--- src/isc_pkg.sv ---
// Package for the instrument status and clear block
// Assumes a single 50 MHz clock and a synchronous active-high reset
package isc_pkg;
    // Standard event bit positions
    localparam int EV_OPC = 0;
    localparam int EV_QUERY = 2;
    localparam int EV_DEVICE = 3;
    localparam int EV_EXEC = 4;
    localparam int EV_CMD = 5;
    localparam int EV_PON = 7;
    // Bits of the standard event register that can ever be set
    localparam logic [7:0] EV_USED_MASK = 8'hbd;
    // Status byte bit positions
    localparam int SB_ERRQ = 2;
    localparam int SB_MAV = 4;
    localparam int SB_ESB = 5;
    localparam int SB_MSS = 6;
    // Status byte bits that the service request mask may select
    localparam logic [7:0] SB_USED_MASK = 8'h34;
    // Reset values
    localparam logic [7:0] EV_RESET = 8'h80;
    localparam logic [7:0] ENA_RESET = 8'h00;
    // Error queue depth, and count width less one (the count is ERRQ_AW+1 bits)
    localparam int ERRQ_DEPTH = 16;
    localparam int ERRQ_AW = 4;
    // Settle time after a device clear, in ms, and in cycles at 50 MHz
    localparam int CLK_HZ = 50000000;
    localparam int CLEAR_WAIT_MS = 2000;
    localparam longint CLEAR_WAIT_CYC =
        (64'(CLEAR_WAIT_MS) * 64'(CLK_HZ)) / 64'd1000;

    // Common commands as seen by the status logic
    typedef struct packed {
        logic clear_status;
        logic read_event;
        logic write_event_ena;
        logic write_srq_ena;
        logic opc_done;
        logic [7:0] data;
    } isc_cmd_t;

    // Error reports from the parser and execution engine
    typedef struct packed {
        logic query_err;
        logic device_err;
        logic exec_err;
        logic cmd_err;
    } isc_err_t;

    // Actions requested by a device clear
    typedef struct packed {
        logic abort_meas;
        logic trig_idle;
        logic flush_in;
        logic flush_out;
        logic parser_reset;
        logic cancel_overlap;
    } isc_clr_t;

    typedef enum logic [1:0] {
        ISC_IDLE,
        ISC_CLEAR,
        ISC_READY
    } isc_clr_state_t;
endpackage

--- src/isc_err_count.sv ---
// Error queue occupancy tracker
// Assumes push and pop come from logic on the same clock
`timescale 1ns/1ps
`default_nettype none
module isc_err_count (
    // Clock and reset
    input wire logic clock,
    input wire logic srst,
    // Queue traffic
    input wire logic push,
    input wire logic pop,
    // Occupancy
    output logic not_empty,
    output logic full
);
    logic [isc_pkg::ERRQ_AW:0] count;

    always_ff @(posedge clock) begin
        if (srst) begin
            count <= '0;
        end else if (push && !pop && !full) begin
            count <= count + 1'b1;
        end else if (pop && !push && count != '0) begin
            count <= count - 1'b1;
        end
    end

    assign not_empty = (count != '0);
    assign full = (count == (isc_pkg::ERRQ_AW + 1)'(isc_pkg::ERRQ_DEPTH));
endmodule
`default_nettype wire

--- src/isc_status.sv ---
// Status reporting and device clear handling for a remote instrument
// Assumes command decode and the bus interface sit outside on the same clock
// What this block does
// Device clear aborts any running measurement.
// Device clear returns the trigger machine to idle.
// Device clear empties the input and output buffers.
// After device clear the parser is ready for a fresh command string.
// Device clear leaves status, error queue and settings untouched.
// Device clear ends an overlapped command without operation complete.
// Controller should wait two seconds after device clear before traffic.
// Condition bits follow live state, unlatched, read without clearing.
// Event bits latch events; further events while set are ignored.
// Event bits stay set until queried or cleared by clear-status.
// Enable masks are readable, writable and select summary contributors.
// Event bit 0 is operation complete; bits 1 and 6 read zero.
// Event bit 2 flags query errors, bit 3 device errors.
// Event bit 4 flags execution errors, bit 5 command errors.
// Event bit 7 shows power cycled since the last read or clear.
// Clear-status or the event query clears the standard event register.
// The event enable mask takes the written value; zero clears it.
// Clearing a group event or clear-status clears status byte bits.
// Status byte bit 4 shows output data waiting; bits 0,1,3,7 zero.
// Status byte bit 2 shows a non-empty error queue.
// Status byte bit 5 summarises enabled standard event bits.
// Status byte bit 6 summarises enabled status bits, may request service.
// Each summary is the OR of event AND enable, every clock.
`timescale 1ns/1ps
`default_nettype none
module isc_status #(
    parameter longint CLEAR_WAIT = isc_pkg::CLEAR_WAIT_CYC
) (
    // Clock and reset
    input wire logic clock,
    input wire logic srst,
    // Common commands and device clear
    input wire isc_pkg::isc_cmd_t cmd,
    input wire logic dev_clear,
    // Event and condition sources
    input wire isc_pkg::isc_err_t err,
    input wire logic power_on,
    input wire logic out_data_waiting,
    input wire logic err_pop,
    // Register read-back
    output logic [7:0] event_read,
    output logic [7:0] event_ena,
    output logic [7:0] srq_ena,
    output logic [7:0] status_byte,
    // Service request, clear actions and error queue full flag
    output logic srq,
    output isc_pkg::isc_clr_t clr_act,
    output logic clear_busy,
    output logic err_q_full
);
    ////////////////////////////////////////////////////////////////////////
    logic [7:0] standard_event_latch;
    logic [7:0] next_event;
    logic [7:0] ev_in;
    logic errq_ne;
    logic errq_full;
    logic err_push;
    logic errq_clear;
    logic mav;
    logic esb;
    logic [7:0] sb_cond;
    logic mss;
    logic [63:0] wait_cnt;
    isc_pkg::isc_clr_state_t clr_state;
    logic power_seen;

    assign err_push = |err;
    // Clear-status empties the queue; an error in that same cycle is lost
    assign errq_clear = srst || cmd.clear_status;

    isc_err_count u_errq (
        .clock(clock),
        .srst(errq_clear),
        .push(err_push),
        .pop(err_pop),
        .not_empty(errq_ne),
        .full(errq_full)
    );

    ////////////////////////////////////////////////////////////////////////
    // Event inputs, operation complete suppressed during a clear
    always_comb begin
        ev_in = 8'h00;
        ev_in[isc_pkg::EV_OPC] = cmd.opc_done && !dev_clear;
        ev_in[isc_pkg::EV_QUERY] = err.query_err;
        ev_in[isc_pkg::EV_DEVICE] = err.device_err;
        ev_in[isc_pkg::EV_EXEC] = err.exec_err;
        ev_in[isc_pkg::EV_CMD] = err.cmd_err;
        ev_in[isc_pkg::EV_PON] = power_on && !power_seen;
    end

    // Set wins over clear so an event in the clear cycle is kept
    always_comb begin
        next_event = standard_event_latch;
        if (cmd.clear_status || cmd.read_event) begin
            next_event = 8'h00;
        end
        next_event = (next_event | ev_in) & isc_pkg::EV_USED_MASK;
    end

    // Device clear does not touch the latch
    always_ff @(posedge clock) begin
        if (srst) begin
            standard_event_latch <= isc_pkg::EV_RESET;
        end else begin
            standard_event_latch <= next_event;
        end
    end

    // Power-on is reported once per power cycle
    always_ff @(posedge clock) begin
        if (srst) begin
            power_seen <= 1'b1;
        end else if (!power_on) begin
            power_seen <= 1'b0;
        end else if (ev_in[isc_pkg::EV_PON]) begin
            power_seen <= 1'b1;
        end
    end

    ////////////////////////////////////////////////////////////////////////
    // Enable masks
    always_ff @(posedge clock) begin
        if (srst) begin
            event_ena <= isc_pkg::ENA_RESET;
        end else if (cmd.write_event_ena) begin
            event_ena <= cmd.data;
        end
    end

    always_ff @(posedge clock) begin
        if (srst) begin
            srq_ena <= isc_pkg::ENA_RESET;
        end else if (cmd.write_srq_ena) begin
            srq_ena <= cmd.data & isc_pkg::SB_USED_MASK;
        end
    end

    ////////////////////////////////////////////////////////////////////////
    // Status byte, live condition bits
    assign mav = out_data_waiting && !clr_act.flush_out;
    assign esb = |(next_event & event_ena);

    always_comb begin
        sb_cond = 8'h00;
        sb_cond[isc_pkg::SB_ERRQ] = errq_ne;
        sb_cond[isc_pkg::SB_MAV] = mav;
        sb_cond[isc_pkg::SB_ESB] = esb;
    end
    assign mss = |(sb_cond & srq_ena);

    always_ff @(posedge clock) begin
        if (srst) begin
            status_byte <= 8'h00;
            srq <= 1'b0;
            event_read <= 8'h00;
            err_q_full <= 1'b0;
        end else begin
            status_byte <= sb_cond | ({7'h00, mss} << isc_pkg::SB_MSS);
            srq <= mss;
            event_read <= standard_event_latch;
            err_q_full <= errq_full;
        end
    end

    ////////////////////////////////////////////////////////////////////////
    // Device clear sequencer
    always_ff @(posedge clock) begin
        if (srst) begin
            clr_state <= isc_pkg::ISC_IDLE;
            wait_cnt <= '0;
        end else begin
            case (clr_state)
                isc_pkg::ISC_IDLE: begin
                    if (dev_clear) begin
                        clr_state <= isc_pkg::ISC_CLEAR;
                    end
                end
                isc_pkg::ISC_CLEAR: begin
                    clr_state <= isc_pkg::ISC_READY;
                    wait_cnt <= 64'(CLEAR_WAIT - 1);
                end
                isc_pkg::ISC_READY: begin
                    // Settle window the controller is expected to honour
                    if (dev_clear) begin
                        clr_state <= isc_pkg::ISC_CLEAR;
                    end else if (wait_cnt == '0) begin
                        clr_state <= isc_pkg::ISC_IDLE;
                    end else begin
                        wait_cnt <= wait_cnt - 1'b1;
                    end
                end
                default: begin
                    clr_state <= isc_pkg::ISC_IDLE;
                end
            endcase
        end
    end

    always_ff @(posedge clock) begin
        if (srst) begin
            clr_act <= '0;
            clear_busy <= 1'b0;
        end else begin
            clr_act.abort_meas <= dev_clear;
            clr_act.trig_idle <= dev_clear;
            clr_act.flush_in <= dev_clear;
            clr_act.flush_out <= dev_clear;
            clr_act.parser_reset <= dev_clear;
            clr_act.cancel_overlap <= dev_clear;
            clear_busy <= dev_clear || clr_state != isc_pkg::ISC_IDLE;
        end
    end

    ////////////////////////////////////////////////////////////////////////
    chk_clear_actions: assert property (
        @(posedge clock) disable iff (srst)
        dev_clear |=> clr_act.abort_meas && clr_act.trig_idle
            && clr_act.flush_in && clr_act.flush_out
            && clr_act.parser_reset && clr_act.cancel_overlap)
        else $error("device clear actions missing");
    chk_clear_pulse: assert property (
        @(posedge clock) disable iff (srst)
        !dev_clear |=> clr_act == '0)
        else $error("clear action longer than one cycle");
    chk_clear_no_opc: assert property (
        @(posedge clock) disable iff (srst)
        dev_clear && !cmd.clear_status && !cmd.read_event
        && !standard_event_latch[0] |=> !standard_event_latch[0])
        else $error("operation complete set during clear");
    chk_clear_keeps: assert property (
        @(posedge clock) disable iff (srst)
        dev_clear && !cmd.write_event_ena && !cmd.write_srq_ena
        |=> $stable(event_ena) && $stable(srq_ena))
        else $error("device clear changed a mask");
    chk_busy_start: assert property (
        @(posedge clock) disable iff (srst)
        dev_clear |=> clear_busy)
        else $error("clear busy missing");
    chk_event_hold: assert property (
        @(posedge clock) disable iff (srst)
        (standard_event_latch != 8'h00) && !cmd.clear_status
        && !cmd.read_event |=> ($past(standard_event_latch)
        & ~standard_event_latch) == 8'h00)
        else $error("event bit dropped without clear");
    chk_event_clear: assert property (
        @(posedge clock) disable iff (srst)
        (cmd.clear_status || cmd.read_event) && ev_in == 8'h00
        |=> standard_event_latch == 8'h00)
        else $error("event register not cleared");
    chk_event_zero: assert property (
        @(posedge clock) disable iff (srst)
        standard_event_latch[1] == 1'b0
        && standard_event_latch[6] == 1'b0)
        else $error("unused event bits set");
    chk_opc_event: assert property (
        @(posedge clock) disable iff (srst)
        cmd.opc_done && !dev_clear |=> standard_event_latch[0])
        else $error("operation complete not latched");
    chk_query_err: assert property (
        @(posedge clock) disable iff (srst)
        err.query_err |=> standard_event_latch[2])
        else $error("query error not latched");
    chk_device_err: assert property (
        @(posedge clock) disable iff (srst)
        err.device_err |=> standard_event_latch[3])
        else $error("device error not latched");
    chk_exec_err: assert property (
        @(posedge clock) disable iff (srst)
        err.exec_err |=> standard_event_latch[4])
        else $error("execution error not latched");
    chk_cmd_err: assert property (
        @(posedge clock) disable iff (srst)
        err.cmd_err |=> standard_event_latch[5])
        else $error("command error not latched");
    chk_power_event: assert property (
        @(posedge clock) disable iff (srst)
        !power_on ##1 power_on |=> standard_event_latch[7])
        else $error("power cycle not latched");
    chk_ese_write: assert property (
        @(posedge clock) disable iff (srst)
        cmd.write_event_ena |=> event_ena == $past(cmd.data))
        else $error("event enable not written");
    chk_sre_mask: assert property (
        @(posedge clock) disable iff (srst)
        cmd.write_srq_ena
        |=> srq_ena == ($past(cmd.data) & isc_pkg::SB_USED_MASK))
        else $error("service request enable not written");
    chk_mav_bit: assert property (
        @(posedge clock) disable iff (srst)
        out_data_waiting && !clr_act.flush_out |=> status_byte[4])
        else $error("message available missing");
    chk_sb_zero: assert property (
        @(posedge clock) disable iff (srst)
        (status_byte & 8'h8b) == 8'h00)
        else $error("unused status bits set");
    chk_errq_bit: assert property (
        @(posedge clock) disable iff (srst)
        err_push && !err_pop && !cmd.clear_status |=> ##1 status_byte[2])
        else $error("error queue bit missing");
    chk_status_clear: assert property (
        @(posedge clock) disable iff (srst)
        cmd.clear_status && ev_in == 8'h00
        |=> !status_byte[5] ##1 !status_byte[2])
        else $error("clear status left status bits");
    chk_esb_sum: assert property (
        @(posedge clock) disable iff (srst)
        status_byte[5] == |(standard_event_latch & $past(event_ena)))
        else $error("event summary wrong");
    chk_srq_sum: assert property (
        @(posedge clock) disable iff (srst)
        srq == |(status_byte & $past(srq_ena)) && status_byte[6] == srq)
        else $error("service request mismatch");

    cov_dev_clear: cover property (@(posedge clock) dev_clear ##1 clear_busy);
    cov_srq: cover property (@(posedge clock) !srq ##1 srq);
    cov_esr_read: cover property (@(posedge clock)
        standard_event_latch != 8'h00 ##1 cmd.read_event);
    cov_errq_full: cover property (@(posedge clock) !err_q_full ##1 err_q_full);
    cov_power: cover property (@(posedge clock) !power_on ##1 power_on);
endmodule
`default_nettype wire

--- config.mk ---
export PLATFORM = sky130hd
export DESIGN_NAME = isc_status
export DESIGN_NICKNAME = d
export VERILOG_FILES = /design/src/isc_pkg.sv /design/src/isc_err_count.sv /design/src/isc_status.sv
export SDC_FILE = /design/constraint.sdc
export NUM_CORES = 1
export LEC_CHECK = 0
export ABC_AREA = 1
export BUFFER_PORTS_ARGS = -buffer_cell sky130_fd_sc_hd__clkbuf_2
export CAP_MARGIN = 20
export CORE_ASPECT_RATIO = 2
export CORE_MARGIN = 2
export CORE_UTILIZATION = 55
export DETAILED_ROUTE_END_ITERATION = 8
export GPL_TIMING_DRIVEN = 0
export PLACE_DENSITY = 0.8
export SLEW_MARGIN = 20
export SYNTH_ARGS = -nofsm -noshare
export SYNTH_HDL_FRONTEND = slang
export SYNTH_SLANG_ARGS = --single-unit
--- constraint.sdc ---
create_clock -name clock -period 2.8 [get_ports clock]
set_input_delay 0.84 -clock clock [delete_from_list [all_inputs] [get_ports clock]]
set_output_delay 0.84 -clock clock [all_outputs]
set_load 0.01 [all_outputs]
==> reports/qor.yml <==
status:
  status: "finished, final reports clean"
clock_network:
  cts.sinks: 102
  cts.path.max_buffers: 2
  hold_buffers: 0
  clock_latency_ns: 0.36
  postCtsSetupBuffers: 0
  cts_made_buffers: 9
  root_buffer: "clkbuf_16"
  cts_tree: "built"
  clk_pin_slew_ns: 0.07
  post_cts_resize_count: 0
  htree_levels: 3
route:
  wl_met2_um: 9970
  initialDrtViolationCount: 416
  top_layer_used: "met4"
  drc_errors: 0
  vias: 6407
  drt-met1-wl_um: 6350
  met3WireLength_um: 916
  drt-total-wl_um: 19000
  ant_nets: 0
  firstDrtPassIters: 5
  wl_per_cell_um: 15.7
  routed_via_density: 5.27
layout:
  finish.net_count: 1103
  fillers: 1067
  diodes: 0
  stdcell_area_mm2: 0.00671
  instances_no_fill: 1216
  drive_gt1_share_pct: 10.4
  areaGrowthSynthToFinish_pct: 12.6
worst_setup_path:
  reg2reg_slack_ns: 0.21
  reg2reg_depth: 9
  critPathMaxFanout: 5
  crit_path_start: "wait_cnt[3]"
  r2r_start: "wait_cnt[3]"
  path_class: "reg -> reg"
  slowest_delay_ns: 0.58
  path_cells: "nor2_1, nand2_1, nor2_2, nand2_2, nor2_1, inv_1, nor3_1, nand3_1, a21oi_1"
  critPathCapture: "wait_cnt[49]"
  cp_slowest_cell: "nor2_1"
  critPathArrivalTime_ns: 2.88
  critPathRequiredTime_ns: 3.08
  cp_common_cell: "nor2_1"
  crit_path_end_kind: "flop"
  r2r-end: "wait_cnt[49]"
  critPathLaunchType: "flop"
floorplan:
  ios: 64
  initial_core_util_pct: 56.5
  coreArea_mm2: 0.0105
  dieArea_mm2: 0.0117
  die_w_um: 77.6
  rows: 53
  die_y_um: 151
timing:
  drv_slew: 0
  rsz0062_at_grt: "no"
  setup_ws_ns: 0.210
  tns_ns: 0
  max_freq_ghz: 0.386
  setup_viol: 0
  fin_skew_ns: 0.00715
  finalHoldViolCount: 0
  fin_crit_ns: 2.59
  period_share_pct: 92.5
  worst-slew-pin-transition_ns: 1.02
  fin_hold_ws_ns: 0.438
  max-slew-margin-rel_pct: 32.0
hold_path:
  hold_class: "reg -> reg"
placement:
  port_buffers: 52
  place_ws_ns: -0.0453
  dp_cells: 1201
  placed_cell_area_mm2: 0.00643
  dpl.hpwl_um: 15200
  gp_congestion: 1.02
yosys:
  synth_ff_type: "dfxtp_1"
  synthMuxAreaShare_pct: 0
  avgSynthCellArea_um2: 5.95
  synth-simple-area-share_pct: 44.1
  post-synth-top-area-fraction_pct: 34.3
  seq_area_frac_synth_pct: 34.3
  synth-adder-area-share_pct: 1.18
  synth_top_family_by_area: "simple AND/OR/NAND/NOR gates"
  synth_common_cells: "nor2_1 (295), nand2_1 (263), dfxtp_1 (102)"
  synth-compound-area-share_pct: 7.75
  ys.warnings.count: 0
  synth_cell_types: 31
  synth_edf_count: 0
  synthTopCellsByArea: "dfxtp_1 (34%), nor2_1 (19%), nand2_1 (17%)"
  synthXorXnorAreaFrac_pct: 2.79
  synthCells: 1002
  async_flop_share_pct: 0
  yosysMostFrequentCell: "nor2_1"
  synth_area_mm2: 0.00596
  synth_seq_cells: 102
  synth_area_leader_cell: "dfxtp_1"
pwr:
  vdd.ir_drop.worst_mv: 0.506
  power_density_mw_per_mm2: 562
  leakage_nw: 3.38
global_routing:
  grt_pass1_vias: 6290
  grt_first_pass_wirelength_um: 30100
  antenna_found_initial: 0
  grtUsageTotal_pct: 33.8
  grt_overflow: 0
  grt_max_degree: 19
run:
  maxCapViolCount: 0
[how the worst min path moves through the flow]
stage                     to  cells past startpoint                     from  slack, ns
5_1_grt        event_read[7]                      2  standard_event_latch[7]       0.46
4_1_cts        event_read[2]                      2  standard_event_latch[2]       0.43
6_report       event_read[2]                      2  standard_event_latch[2]       0.44
3_3_place_gp   event_read[7]                      2  standard_event_latch[7]       0.42
3_5_place_dp   event_read[2]                      2  standard_event_latch[2]       0.42
2_1_floorplan  event_read[5]                      2  standard_event_latch[5]       0.40
[sequential cells by signal (all words and copies together) (netlist names)]
name / count
err_q_full: 1
u_errq.count: 5
event_read: 6
wait_cnt: 64
srq_ena: 3
status_byte: 4
clr_state: 2
standard_event_latch: 6
power_seen: 1
clr_act: 1
event_ena: 8
clear_busy: 1
[critical path: cells and delay by family, from the launching register on]
family	cells	cell delay (ns)
AO/OA/AOI/OAI	1	0.14
AND/OR/NAND/NOR	7	1.68
buffers and inverters	1	0.32
flip-flops	1	0.37
[layer usage]
metal,up-vias,track usage (%)
li1,3228,-
met1,2845,30.5
met2,243,62.8
met3,91,5.96
met4,0,29.8
met5,-,0
[where the power goes]
group          total, mW  switching, mW  internal (mW)
clock network       1.24          0.620          0.616
logic              0.967          0.677          0.290
registers           1.57         0.0550           1.51
[cell usage in the layout, fill, tap and decap left out, types with 2 or more instances in the layout]
cell	count
ha_1	4
inv_1	88
dfxtp_1	102
clkinv_4	3
a21oi_1	50
nor2_1	295
buf_1	4
nand2_2	4
nor3_1	9
or2_2	5
o21bai_1	3
buf_4	18
nor2_2	7
xor2_1	13
xnor2_1	6
clkbuf_1	8
nand3b_1	2
nand2_1	263
buf_2	7
o21ai_0	30
clkbuf_2	52
clkbuf_16	9
nor3b_1	2
clkinv_1	2
conb_1	11
inv_8	2
buf_6	3
nand3_1	69
[layout make-up]
type | count | area (um2) | share of cell area [%]
clock buffer | 9 | 225 | 3.36
sequential | 102 | 2040 | 30.4
buffer | 40 | 249 | 3.71
clock inverter | 6 | 56.3 | 0.839
multi-input combinational | 780 | 3370 | 50.2
timing repair buffer | 52 | 260 | 3.88
tap | 137 | 171 | 2.56
inverter | 90 | 338 | 5.04
[kinds of logic (layout without fill, tap and decap cells)]
| group | Yosys count | after routing |
|---|---|---|
| AOI/OAI and AO/OA | 87 | 87 |
| adders and majority gates | 5 | 5 |
| DFF | 102 | 102 |
| other | 1 | 11 |
| and+or+nand+nor | 658 | 658 |
| xor gates and xnor gates | 19 | 19 |
| buffers and inverters | 130 | 197 |
[through the flow]
stage	total power [mW]	utilization [%]
2_1_floorplan	2.24	-
3_3_place_gp	2.53	61.0
3_5_place_dp	2.54	61.0
4_1_cts	3.75	63.6
5_1_grt	3.93	63.6
6_report	3.77	63.6
Power figures use the tool's default switching activity.
